[config.mk]
export PLATFORM = sky130hd
export DESIGN_NAME = bus_error_recorder
export DESIGN_NICKNAME = d
export VERILOG_FILES = /design/src/design/bus_err_pkg.sv /design/src/design/bus_error_recorder.sv
export SDC_FILE = /design/constraint.sdc
export NUM_CORES = 1
export LEC_CHECK = 0
export BUFFER_PORTS_ARGS = -buffer_cell sky130_fd_sc_hd__buf_2
export CAP_MARGIN = 30
export CORE_MARGIN = 1
export CORE_UTILIZATION = 49
export DETAILED_ROUTE_END_ITERATION = 7
export GPL_TIMING_DRIVEN = 0
export PLACE_DENSITY_LB_ADDON = 0.08
export SLEW_MARGIN = 20
export SYNTH_ARGS = -nofsm -noshare
export SYNTH_HDL_FRONTEND = slang
export SYNTH_SLANG_ARGS = --single-unit
[constraint.sdc]
create_clock -name sys_clk_i -period 2.2 [get_ports sys_clk_i]
set_input_delay 0.11 -clock sys_clk_i [delete_from_list [all_inputs] [get_ports sys_clk_i]]
set_output_delay 0.11 -clock sys_clk_i [all_outputs]
set_load 0.05 [all_outputs]
[src/design/bus_err_pkg.sv]
// Purpose: Shared constants and carriers for the bus error recorder
// Assumes: One system clock; codes of the bus interface listed below
// Notes:   Flag positions follow the error register layout

package bus_err_pkg;

    // ----------------------------------------------------------------
    // Register map
    // ----------------------------------------------------------------
    localparam logic [7:0]  ERR_FLAGS_OFS   = 8'h08;  // Error register
    localparam logic [31:0] ERR_FLAGS_RST   = 32'h0000_0000; // Loaded by sync reset
    localparam logic [31:0] HARD_MASK       = 32'h7FFF_0000; // Hard error bits 30:16
    localparam logic [31:0] SOFT_MASK       = 32'h0000_0007; // Soft error bits 2:0
    localparam logic [31:0] W1C_MASK        = 32'h7FFF_0007; // Write-one-to-clear bits
    localparam logic [31:0] RD_MASK         = 32'h7FFF_000F; // Readable bits

    // ----------------------------------------------------------------
    // Flag positions
    // ----------------------------------------------------------------
    localparam int B_INT_NOACK  = 30;
    localparam int B_TX_CHECK   = 29;
    localparam int B_CTRL_LINE  = 28;
    localparam int B_MST_PAR    = 27;
    localparam int B_INTERLOCK  = 26;
    localparam int B_DRV_FAULT  = 25;
    localparam int B_VEC_NOACK  = 24;
    localparam int B_CMD_PAR    = 23;
    localparam int B_SLV_PAR    = 22;
    localparam int B_SUBST      = 21;
    localparam int B_RETRY_TO   = 20;
    localparam int B_STALL_TO   = 19;
    localparam int B_START_TO   = 18;
    localparam int B_NO_RESP    = 17;
    localparam int B_BAD_CONF   = 16;
    localparam int B_PAR_MODE   = 3;
    localparam int B_ID_PAR     = 2;
    localparam int B_CORR       = 1;
    localparam int B_IDLE_PAR   = 0;

    // ----------------------------------------------------------------
    // Timing counts
    // ----------------------------------------------------------------
    localparam int RETRY_LIMIT  = 4096;  // Consecutive retries
    localparam int STALL_LIMIT  = 128;   // Consecutive stall cycles
    localparam int START_LIMIT  = 4096;  // Cycles without a start

    // ----------------------------------------------------------------
    // Bus codes
    // ----------------------------------------------------------------
    typedef enum logic [3:0] {
        CYC_IDLE = 4'h0, CYC_CMD = 4'h1, CYC_READ_ACK = 4'h2, CYC_WR_DATA = 4'h3,
        CYC_BC_DATA = 4'h4, CYC_VEC_ACK = 4'h5, CYC_EMB_ARB = 4'h6, CYC_IDENT = 4'h7,
        CYC_WR_ACK = 4'h8, CYC_WR_STALL = 4'h9, CYC_BC_ACK = 4'hA
    } cyc_e;
    typedef enum logic [2:0] {
        TXN_OTHER = 3'h0, TXN_READ = 3'h1, TXN_WRITE = 3'h2, TXN_INTR = 3'h3,
        TXN_VECTOR = 3'h4, TXN_IDENT = 3'h5, TXN_LOCK_RD = 3'h6, TXN_UNLOCK_WR = 3'h7
    } txn_e;
    localparam logic [2:0] CNF_NACK  = 3'h0;  // No acknowledge
    localparam logic [2:0] CNF_ACK   = 3'h1;
    localparam logic [2:0] CNF_RETRY = 3'h2;
    localparam logic [2:0] CNF_STALL = 3'h3;  // Codes above are illegal
    localparam logic [1:0] RS_STALL  = 2'h2;  // Slave stall response
    typedef enum logic [1:0] {
        ST_GOOD = 2'h0, ST_CRD = 2'h1, ST_RDS = 2'h2, ST_RSVD = 2'h3
    } stat_e;

    // Observation from the bus interface, same clock
    typedef struct packed {
        logic        is_master;    // Node is bus master
        logic        loopback;     // Loopback cycle
        cyc_e        cyc;          // Current cycle type
        logic        parity_err;   // Parity check failed
        logic        parity_odd;   // Bus parity odd this cycle
        logic        id_par_err;   // Identifier line parity failed
        logic        drive_valid;  // Node drives data word
        logic [31:0] drive_word;   // Word driven
        logic [31:0] sense_word;   // Word read back
        txn_e        txn;          // Transaction kind
        logic        txn_done;     // Transaction completed
        logic        cnf_valid;    // Confirmation received
        logic [2:0]  cnf_code;     // Confirmation code
        logic        stat_valid;   // Status code received
        stat_e       stat;         // Status code
        logic        burst;        // Burst transfer
        logic        pend;         // Master request pending
        logic        started;      // Master transaction started
        logic [1:0]  slave_response_lines; // Slave port response
    } bus_obs_s;

    // Line drive intent, active high
    typedef struct packed {
        logic       arb_inhibit;
        logic       busy;
        logic [2:0] confirm;
    } line_drv_s;

endpackage

[src/design/bus_error_recorder.sv]
// Purpose: Sticky error flags for a backplane bus interface
// Assumes: Bus observation on sys_clk_i; line pins asynchronous, active low
// Notes:   One rule per line below
// Summary of operation
// - Each error sets its flag, the highest new one sets event code
// - Interrupt answered no-ack sets bit 30
// - Read-back mismatch sets 29, except arbitration
// - Driven control line seen high sets 28, arbitration line only outside bursts
// - Master read/vector data parity sets 27
// - Unlock write without pending sets 26
// - Parity error while driving parity sets 25
// - No driver fault during loopback
// - Unacknowledged interrupt vector sets bit 24
// - Command cycle error sets bit 23
// - Slave write/broadcast data parity sets 22
// - Substitute or reserved status sets 21
// - Retry limit from one node sets 20
// - Stall response held too long sets 19
// - No master start in limit sets 18
// - No-ack to clean read/write sets 17
// - Illegal confirmation code sets bit 16
// - Parity mode bit resets to zero
// - Identifier parity error sets bit 2
// - Master corrected status sets bit 1
// - Odd parity after idle pair sets 0
// - Hard bits 30:16, reserved read zero
// - Hard and soft summaries follow flags

`timescale 1ns/1ps
`default_nettype none

module bus_error_recorder
    import bus_err_pkg::*;
#(
    parameter int RETRY_MAX = RETRY_LIMIT,  // Retries before timeout
    parameter int STALL_MAX = STALL_LIMIT,  // Stall cycles before timeout
    parameter int START_MAX = START_LIMIT   // Cycles before start timeout
) (
    input  wire logic        sys_clk_i,              // System clock
    input  wire logic        srst_i,                 // Sync reset, active high
    input  wire bus_obs_s    obs_i,                  // Bus interface view
    input  wire line_drv_s   drv_i,                  // Lines being driven
    input  wire logic        arb_inhibit_line_n_i,   // Pin, active low
    input  wire logic        bus_busy_line_n_i,      // Pin, active low
    input  wire logic [2:0]  confirm_lines_n_i,      // Pins, active low
    input  wire logic        reg_wr_i,               // Register write strobe
    input  wire logic        reg_rd_i,               // Register read strobe
    input  wire logic [7:0]  reg_addr_i,             // Register byte offset
    input  wire logic [31:0] reg_wdata_i,            // Write data
    output logic      [31:0] reg_rdata_o,            // Read data
    output logic      [4:0]  event_code_o,           // Error event code
    output logic             event_valid_o,          // Event pulse
    output logic             hard_err_summary_o,     // Any hard flag
    output logic             soft_err_summary_o,     // Any soft flag
    output logic             unlock_pending_o,       // Locked read outstanding
    output logic             parity_mode_sel_o       // Parity mode bit
);

    // ----------------------------------------------------------------
    // State
    // ----------------------------------------------------------------
    typedef struct packed {
        logic [31:0] flags;        // Error register
        logic        unlock_pending;
        logic        cmd_ok;       // Last command cycle was clean
        logic [12:0] retry_cnt;    // Consecutive retries
        logic [12:0] stall_cnt;    // Consecutive stall cycles
        logic [12:0] start_cnt;    // Cycles pending without start
        line_drv_s   drv_p1;       // Drive intent, one cycle late
        line_drv_s   drv_p2;       // Drive intent, aligned to sync
        logic        burst_p1;
        logic        burst_p2;
        logic [4:0]  sync1;        // First sync stage
        logic [4:0]  sync2;        // Second sync stage
        logic        idle_prev;    // Idle lines last cycle
        logic [4:0]  event_code;
        logic        event_valid;
        logic [31:0] rdata;
    } state_s;

    state_s st_q;                  // Registered state
    state_s st_d;                  // Next state
    logic [31:0] set_v;            // Error events this cycle
    logic        mismatch;         // Read-back mismatch
    logic        par_master;       // Master owns parity
    logic        par_slave;        // Slave owns parity
    logic        line_idle;        // Arbitration and busy unasserted
    logic        clr_hit;          // Write to error register

    localparam logic [12:0] RETRY_TOP = 13'(RETRY_MAX);
    localparam logic [12:0] STALL_TOP = 13'(STALL_MAX);
    localparam logic [12:0] START_TOP = 13'(START_MAX);

    // ----------------------------------------------------------------
    // Error detection
    // ----------------------------------------------------------------
    always_comb begin
        set_v     = '0;
        mismatch  = obs_i.drive_valid && (obs_i.drive_word != obs_i.sense_word)
                    && (obs_i.cyc != CYC_EMB_ARB);
        par_master = (obs_i.cyc == CYC_CMD) || (obs_i.cyc == CYC_WR_DATA)
                    || (obs_i.cyc == CYC_BC_DATA) || (obs_i.cyc == CYC_EMB_ARB)
                    || (obs_i.cyc == CYC_IDENT);
        par_slave = (obs_i.cyc == CYC_READ_ACK) || (obs_i.cyc == CYC_VEC_ACK);
        // Sync stage 2 holds lines, low means asserted
        line_idle = st_q.sync2[4] && st_q.sync2[3];
        // Interrupt refused
        set_v[B_INT_NOACK] = obs_i.cnf_valid && (obs_i.cnf_code == CNF_NACK)
                    && (obs_i.txn == TXN_INTR);
        set_v[B_TX_CHECK] = mismatch;
        // Driven low line read back high
        set_v[B_CTRL_LINE] = (st_q.drv_p2.arb_inhibit && !st_q.burst_p2 && st_q.sync2[4])
                    || (st_q.drv_p2.busy && st_q.sync2[3])
                    || |(st_q.drv_p2.confirm & st_q.sync2[2:0]);
        set_v[B_MST_PAR] = obs_i.is_master && obs_i.parity_err
                    && par_slave;
        set_v[B_INTERLOCK] = obs_i.txn_done && (obs_i.txn == TXN_UNLOCK_WR)
                    && !st_q.unlock_pending;
        set_v[B_DRV_FAULT] = obs_i.parity_err && !obs_i.loopback
                    && ((obs_i.is_master && par_master)
                    || (!obs_i.is_master && par_slave));
        set_v[B_VEC_NOACK] = obs_i.cnf_valid && (obs_i.cnf_code == CNF_NACK)
                    && (obs_i.txn == TXN_VECTOR);
        set_v[B_CMD_PAR] = (obs_i.cyc == CYC_CMD)
                    && (obs_i.parity_err || mismatch);
        set_v[B_SLV_PAR] = !obs_i.is_master && obs_i.parity_err
                    && ((obs_i.cyc == CYC_WR_ACK) || (obs_i.cyc == CYC_WR_STALL)
                    || (obs_i.cyc == CYC_BC_ACK));
        set_v[B_SUBST] = obs_i.stat_valid && !obs_i.parity_err
                    && ((obs_i.stat == ST_RDS) || (obs_i.stat == ST_RSVD))
                    && ((obs_i.txn == TXN_READ) || (obs_i.txn == TXN_IDENT));
        set_v[B_RETRY_TO] = obs_i.is_master && obs_i.cnf_valid
                    && (obs_i.cnf_code == CNF_RETRY)
                    && (st_q.retry_cnt == RETRY_TOP - 13'h1);
        set_v[B_STALL_TO] = (obs_i.slave_response_lines == RS_STALL)
                    && (st_q.stall_cnt == STALL_TOP - 13'h1);
        set_v[B_START_TO] = obs_i.pend && !obs_i.started
                    && (st_q.start_cnt == START_TOP - 13'h1);
        set_v[B_NO_RESP] = obs_i.is_master && obs_i.cnf_valid
                    && (obs_i.cnf_code == CNF_NACK) && st_q.cmd_ok
                    && ((obs_i.txn == TXN_READ) || (obs_i.txn == TXN_WRITE));
        set_v[B_BAD_CONF] = obs_i.cnf_valid && (obs_i.cnf_code > CNF_STALL);
        set_v[B_ID_PAR] = (obs_i.cyc == CYC_EMB_ARB) && obs_i.id_par_err;
        set_v[B_CORR] = obs_i.is_master && obs_i.stat_valid && !obs_i.parity_err
                    && (obs_i.stat == ST_CRD);
        set_v[B_IDLE_PAR] = st_q.idle_prev && line_idle && obs_i.parity_odd;
    end

    // ----------------------------------------------------------------
    // Next state
    // ----------------------------------------------------------------
    always_comb begin
        st_d = st_q;
        clr_hit = reg_wr_i && (reg_addr_i == ERR_FLAGS_OFS);
        // Pipeline drive intent to meet synchronised lines
        st_d.drv_p1   = drv_i;
        st_d.drv_p2   = st_q.drv_p1;
        st_d.burst_p1 = obs_i.burst;
        st_d.burst_p2 = st_q.burst_p1;
        st_d.sync1 = {arb_inhibit_line_n_i, bus_busy_line_n_i, confirm_lines_n_i};
        st_d.sync2 = st_q.sync1;
        st_d.idle_prev = line_idle;
        // Write-one clears, a same-cycle event wins
        if (clr_hit) begin
            st_d.flags = st_q.flags & ~(reg_wdata_i & W1C_MASK);
            st_d.flags[B_PAR_MODE] = reg_wdata_i[B_PAR_MODE];
        end
        st_d.flags = st_d.flags | (set_v & W1C_MASK);
        // Interlock tracking
        if (obs_i.txn_done && (obs_i.txn == TXN_LOCK_RD)) begin
            st_d.unlock_pending = 1'b1;
        end else if (obs_i.txn_done && (obs_i.txn == TXN_UNLOCK_WR)) begin
            st_d.unlock_pending = 1'b0;
        end
        // Command cycle quality for the no-responder check
        if (obs_i.cyc == CYC_CMD) begin
            st_d.cmd_ok = !(obs_i.parity_err || mismatch);
        end
        // Retry run, reset by any other master confirmation
        if (obs_i.is_master && obs_i.cnf_valid) begin
            if (obs_i.cnf_code != CNF_RETRY) begin
                st_d.retry_cnt = '0;
            end else if (st_q.retry_cnt == RETRY_TOP - 13'h1) begin
                st_d.retry_cnt = '0;
            end else begin
                st_d.retry_cnt = st_q.retry_cnt + 13'h1;
            end
        end
        // Stall run on the slave response
        if (obs_i.slave_response_lines != RS_STALL) begin
            st_d.stall_cnt = '0;
        end else if (st_q.stall_cnt == STALL_TOP - 13'h1) begin
            st_d.stall_cnt = '0;
        end else begin
            st_d.stall_cnt = st_q.stall_cnt + 13'h1;
        end
        // Pending time without a start
        if (!obs_i.pend || obs_i.started) begin
            st_d.start_cnt = '0;
        end else if (st_q.start_cnt == START_TOP - 13'h1) begin
            st_d.start_cnt = '0;
        end else begin
            st_d.start_cnt = st_q.start_cnt + 13'h1;
        end
        // Event code: highest new error, index plus one
        st_d.event_valid = |set_v;
        st_d.event_code  = '0;
        for (int i = 0; i < 32; i++) begin
            if (set_v[i]) begin
                st_d.event_code = 5'(i + 1);
            end
        end
        // Read data, reserved bits zero
        st_d.rdata = '0;
        if (reg_rd_i && (reg_addr_i == ERR_FLAGS_OFS)) begin
            st_d.rdata = st_q.flags & RD_MASK;
        end
        if (srst_i) begin
            st_d = '0;
            st_d.flags = ERR_FLAGS_RST;
            st_d.sync1 = 5'h1F;
            st_d.sync2 = 5'h1F;
        end
    end

    // ----------------------------------------------------------------
    // State register
    // ----------------------------------------------------------------
    always_ff @(posedge sys_clk_i) begin
        st_q <= st_d;
    end

    // ----------------------------------------------------------------
    // Outputs
    // ----------------------------------------------------------------
    assign reg_rdata_o        = st_q.rdata;
    assign event_code_o       = st_q.event_code;
    assign event_valid_o      = st_q.event_valid;
    assign hard_err_summary_o = |(st_q.flags & HARD_MASK);
    assign soft_err_summary_o = |(st_q.flags & SOFT_MASK);
    assign unlock_pending_o   = st_q.unlock_pending;
    assign parity_mode_sel_o  = st_q.flags[B_PAR_MODE];
endmodule

`default_nettype wire

## Yosys cells after proc, flatten, opt, wreduce, memory -nomap -nowiden

Index checks and enable logic that the tools add are counted.

| word-level totals | value |
|---|---|
| input port bits | 144 |
| register bits | 134 |

| cells by class | value |
|---|---|
| order comparisons | 1 |
| add/subtract/negate cells | 3 |
| muxes and demuxes | 23 |
| reduce and logical (&&, ||, !) cells | 74 |
| eq/ne operators | 30 |
| bitwise logic cells | 5 |

Operator list:

| cell | count |
|---|---|
| 5-bit two-way mux | 17 |
| 1-bit logical AND | 42 |
| 13-bit by 1-bit adder with 13-bit output (second input constant) | 3 |
| 32-bit bitwise AND | 1 |
| 32-bit two-way mux | 1 |
| 32-bit inequality test | 1 |
| 31-bit NOT with 32-bit output | 1 |
| 32-bit by 31-bit OR with 32-bit output | 1 |
| 13-bit by 12-bit equality test with 1-bit output (second input constant) | 2 |
| 13-bit two-way mux | 2 |
| 18-bit OR reduction | 1 |
| 4-bit by 3-bit equality test with 1-bit output (second input constant) | 4 |
| 1-bit logical OR | 15 |
| 15-bit OR reduction | 1 |
| 13-bit by 7-bit equality test with 1-bit output (second input constant) | 1 |
| 3-bit equality test (second input constant) | 4 |
| 4-bit equality test (second input constant) | 3 |
| 3-bit OR reduction | 4 |
| 3-bit by 2-bit equality test with 1-bit output (second input constant) | 3 |
| 4-bit by 2-bit equality test with 1-bit output (second input constant) | 2 |
| 8-bit by 4-bit equality test with 1-bit output (second input constant) | 1 |
| 1-bit logical NOT | 8 |
| 2-bit equality test (second input constant) | 3 |
| 4-bit by 1-bit equality test with 1-bit output (second input constant) | 1 |
| other kinds (12) | 14 |

## Longest topological paths before layout

| depth | value |
|---|---|
| depth after elaboration | 21 |
| gate-level depth with buffers | 8 |
| gate-level depth less buffers | 8 |

## Least setup slack after synthesis

No wires, ideal clock.

| path | value |
|---|---|
| kind | flip-flop to flip-flop |
| from | register st_q[61] (netlist name) |
| to | register st_q, in the netlist event_code_o[0] |
| stages on the path, launching flop included | 8 |
| arrival | 1713 ps |
| path buffers | 0 |
| path slack | 396 ps |
| period minus slack after synthesis | 1804 ps |
| cell sequence | dfxtp_1 -> ha_1 -> nand3_1 -> nor2_1 -> and3_1 -> o21ai_1 -> a311o_1 -> a311oi_1 |

| on the way | value |
|---|---|
| word-level cells in the longest chain between the ends | 15 |

RTL lines:

| element | line | source |
|---|---|---|
| start, declared | bus_error_recorder.sv:81 | `state_s st_q;` |
| start signal, assigned | bus_error_recorder.sv:230 | `st_q <= st_d;` |
| 13-bit by 12-bit equality test with 1-bit output | bus_error_recorder.sv:138 | `&& (st_q.start_cnt == START_TOP - 13'h1);` |
| 1-bit logical AND | bus_error_recorder.sv:138 |  |
| 5-bit two-way mux (13 in series) | bus_error_recorder.sv:209 | `if (set_v[i]) begin` |

Every way passes these cells.
A chain may end at the register's enable or synchronous reset.

## Final worst setup path

| path | value |
|---|---|
| from | register st_q[87] (netlist name) |
| to | register st_q, in the netlist event_code_o[0] |

| on the way | value |
|---|---|
| word-level cells in the longest chain between the ends | 13 |

RTL lines:

| element | line | source |
|---|---|---|
| 13-bit by 12-bit equality test with 1-bit output | bus_error_recorder.sv:134 | `&& (st_q.retry_cnt == RETRY_TOP - 13'h1);` |
| 1-bit logical AND | bus_error_recorder.sv:134 |  |
| 5-bit two-way mux (11 in series) | bus_error_recorder.sv:209 |  |

Every way passes these cells.

==> results.md <==
* Fmax at 0.486 GHz
* Period utilization at 93.5%
* Max-Cap Viols at 0
* Core ar. at 9680 um2
* Synth top area cells: dfxtp_1 44%, xnor2_1 7.0%, buf_4 5.7%
* Die height at 102 um
* Setup tns final at 0 ps
* DR vias at 4302
* HPWL after DPL at 8.72 mm
* Fin nets at 900
* Fin. Hold Viols at 0
* Post-synthesis sequential area ratio at 44.4%
* CTS tree: yes
* CTS buffer count at 9
* Non-Filler Instances at 891
* Initial antenna violation count at 0
* Register area at 2160 um2
* Count leader, synth: dfxtp_1
* Initial drt markers at 138
* Filler Cell Count at 853
* Slew @ Worst Pin at 749 ps
* GRT Util Overall at 22.5%
* Fraction of layout cells with a size suffix above 1 at 31.9%
* Critical path required time at 2460 ps
* Post-Syn Area at 4870 um2
* Routed Antenna Nets at 0
* Placer Congestion at 0.855
* Power density over the cells at 607 nW/um2
* Pre-antenna DRT Iters at 5
* Drt drc at 0
* Critical path fanouts, max at 6
* Average size of a mapped cell at 8.74 um2
* Post-synth EDFFs at 0
* Root buffer cell: clkbuf_8
* Yosys top cell area share at 44.4%
* Rows at 36
* Clk sink count at 108
* Worst setup SP type: flop
* Asr flop ratio synth at 0%
* Worst Skew at 16.7 ps
* Most used DFF post-synth: dfxtp_1
* Placed cell count at 861
* Synth Register Bits at 108
* Lkg Pwr at 2.74 nW
* Port bufs at 159
* Die area at 10300 um2
* Area of the multi-input gates at 2420 um2
* Status: finished, final reports clean
* Max-slew violations at 0
* Max Root-Sink Buffers at 2
* HP Class: input port to flop
* CP Class: flop to flop
* WL final at 11.1 mm
* Critical Path End Type: flop
* Area Overhead vs Synth at 28.2%
* Average wire per standard cell at 12.4 um
* CTS H-tree lvls at 3
* # setup viols final at 0
* Cells after synthesis at 557
* Rel. slew slack at 49.7%
* Commonest cells in the netlist: 108 x dfxtp_1, 70 x nor2_1, 59 x nand2_1, 39 x xnor2_1, 37 x buf_4
* N_diodes at 0
* Largest net degree at the start of global routing at 20
* WP data arrival at 2310 ps
* Synth unique cells at 58
* Chip Width at 102 um
* Vias per cell at 4.83
* RSZ-0062 raised after global routing: false
* Final min period at 2060 ps
* Reg clk slew, reported paths at 100 ps
* First-pass GRT wire length at 18.0 mm
* Clk_lat worst skew at 370 ps
* Setup repair bufs after CTS at 0
* Ys Warns at 0
* GR Overflow Total at 0
* Peak supply drop at 0.372 mV
* Top-Level Pins at 186
* Cell taking the most area after synthesis: dfxtp_1
* Vias in the first global route at 3904
* Starting Density at 50.3%
state kept, by name, indices dropped and copies added (netlist names):
| name | count |
|---|---|
| event_valid_o | 1 |
| parity_mode_sel_o | 1 |
| st_q | 81 |
| unlock_pending_o | 1 |
| event_code_o | 5 |
| reg_rdata_o | 19 |
worst max-delay path, stage by stage, from the launching register on:
cell and delay, ps:
dfxtp_1 380, ha_1 220, nand3_1 180, nor3_4 250
nand3_1 220, a311o_1 370, a311oi_1 330
per-layer routing:
layer / GRT usage (%) / part of all wire, % / vias to the layer above / wire length, um
met5: 0 / 0 / - / 0
met4: 7.25 / 1.7 / 0 / 193
met3: 5.38 / 6.5 / 17 / 721
met2: 40.5 / 49 / 152 / 5400
met1: 26.3 / 43 / 1904 / 4740
li1: - / - / 2229 / -
kinds of logic (layout without fill, tap and decap cells):
logic type | count (synthesis) | in the layout | synth area share (%)
simple gates | 264 | 264 | 28.6
fa+ha+maj | 3 | 3 | 0.771
compound gates | 71 | 71 | 9.18
flops | 108 | 108 | 44.4
mux | 1 | 1 | 0.206
xor+xnor | 53 | 53 | 9.54
other cells | 1 | 13 | 0.0770
buf+inv | 56 | 245 | 7.22
through the flow:
step	cell area, um2	total power [mW]	hold WS [ps]	utilization, %	setup slack, ps
6_report	6240	3.79	14.8	64.4	144
5_1_grt	6240	3.94	11.9	64.4	26.1
4_1_cts	6220	3.82	2.96	64.2	7.96
3_5_place_dp	5870	2.58	298	60.7	38.0
3_3_place_gp	5870	2.56	294	60.7	75.5
2_1_floorplan	4910	2.37	206	-	396
path summary, 6_finish.rpt:
path,from,endpoint,slack [ps],cells past startpoint
max,st_q[87],event_code_o[0],140,6
min,reg_wdata_i[1],st_q[103],10,4
max reg2reg,st_q[87],event_code_o[0],140,6
min reg2reg,st_q[46],st_q[41],410,1
timing repair:
action | 4_1_cts | 5_1_grt
resized for setup | 0 | 5
setup endpoints to repair | 0 | 12
hold buffers | 14 | 0
endpoints found under the hold margin | 14 | 0
power by group:
group | switching, mW | internal [mW] | total [mW]
logic | 0.295 | 0.241 | 0.536
registers | 0.0168 | 2.00 | 2.01
clock network | 0.695 | 0.545 | 1.24
final cells by class:
cell class,count,area share [%]
Tap cell,133,2.67
Multi-Input combinational cell,405,38.8
Clock buffer,9,1.98
Timing Repair Buffer,173,15.0
Clock inverter,7,1.32
Buffer,51,5.33
Sequential cell,108,34.6
Inverter,5,0.301
placed cells by master, fill, tap and decap left out, types with 12 or more instances in the layout:
cell and instances:
buf_4 37, dlygate4sd3_1 14, buf_2 161, and2_1 21, and3_1 13, nand4_1 15, dfxtp_1 108, nand2_1 59
o21ai_0 14, conb_1 13, a21oi_1 32, nand3_1 13, nor2_1 69, clkbuf_1 12, nor2b_1 13, xnor2_1 39
xor2_1 14
(Power assumes the default switching activity.)
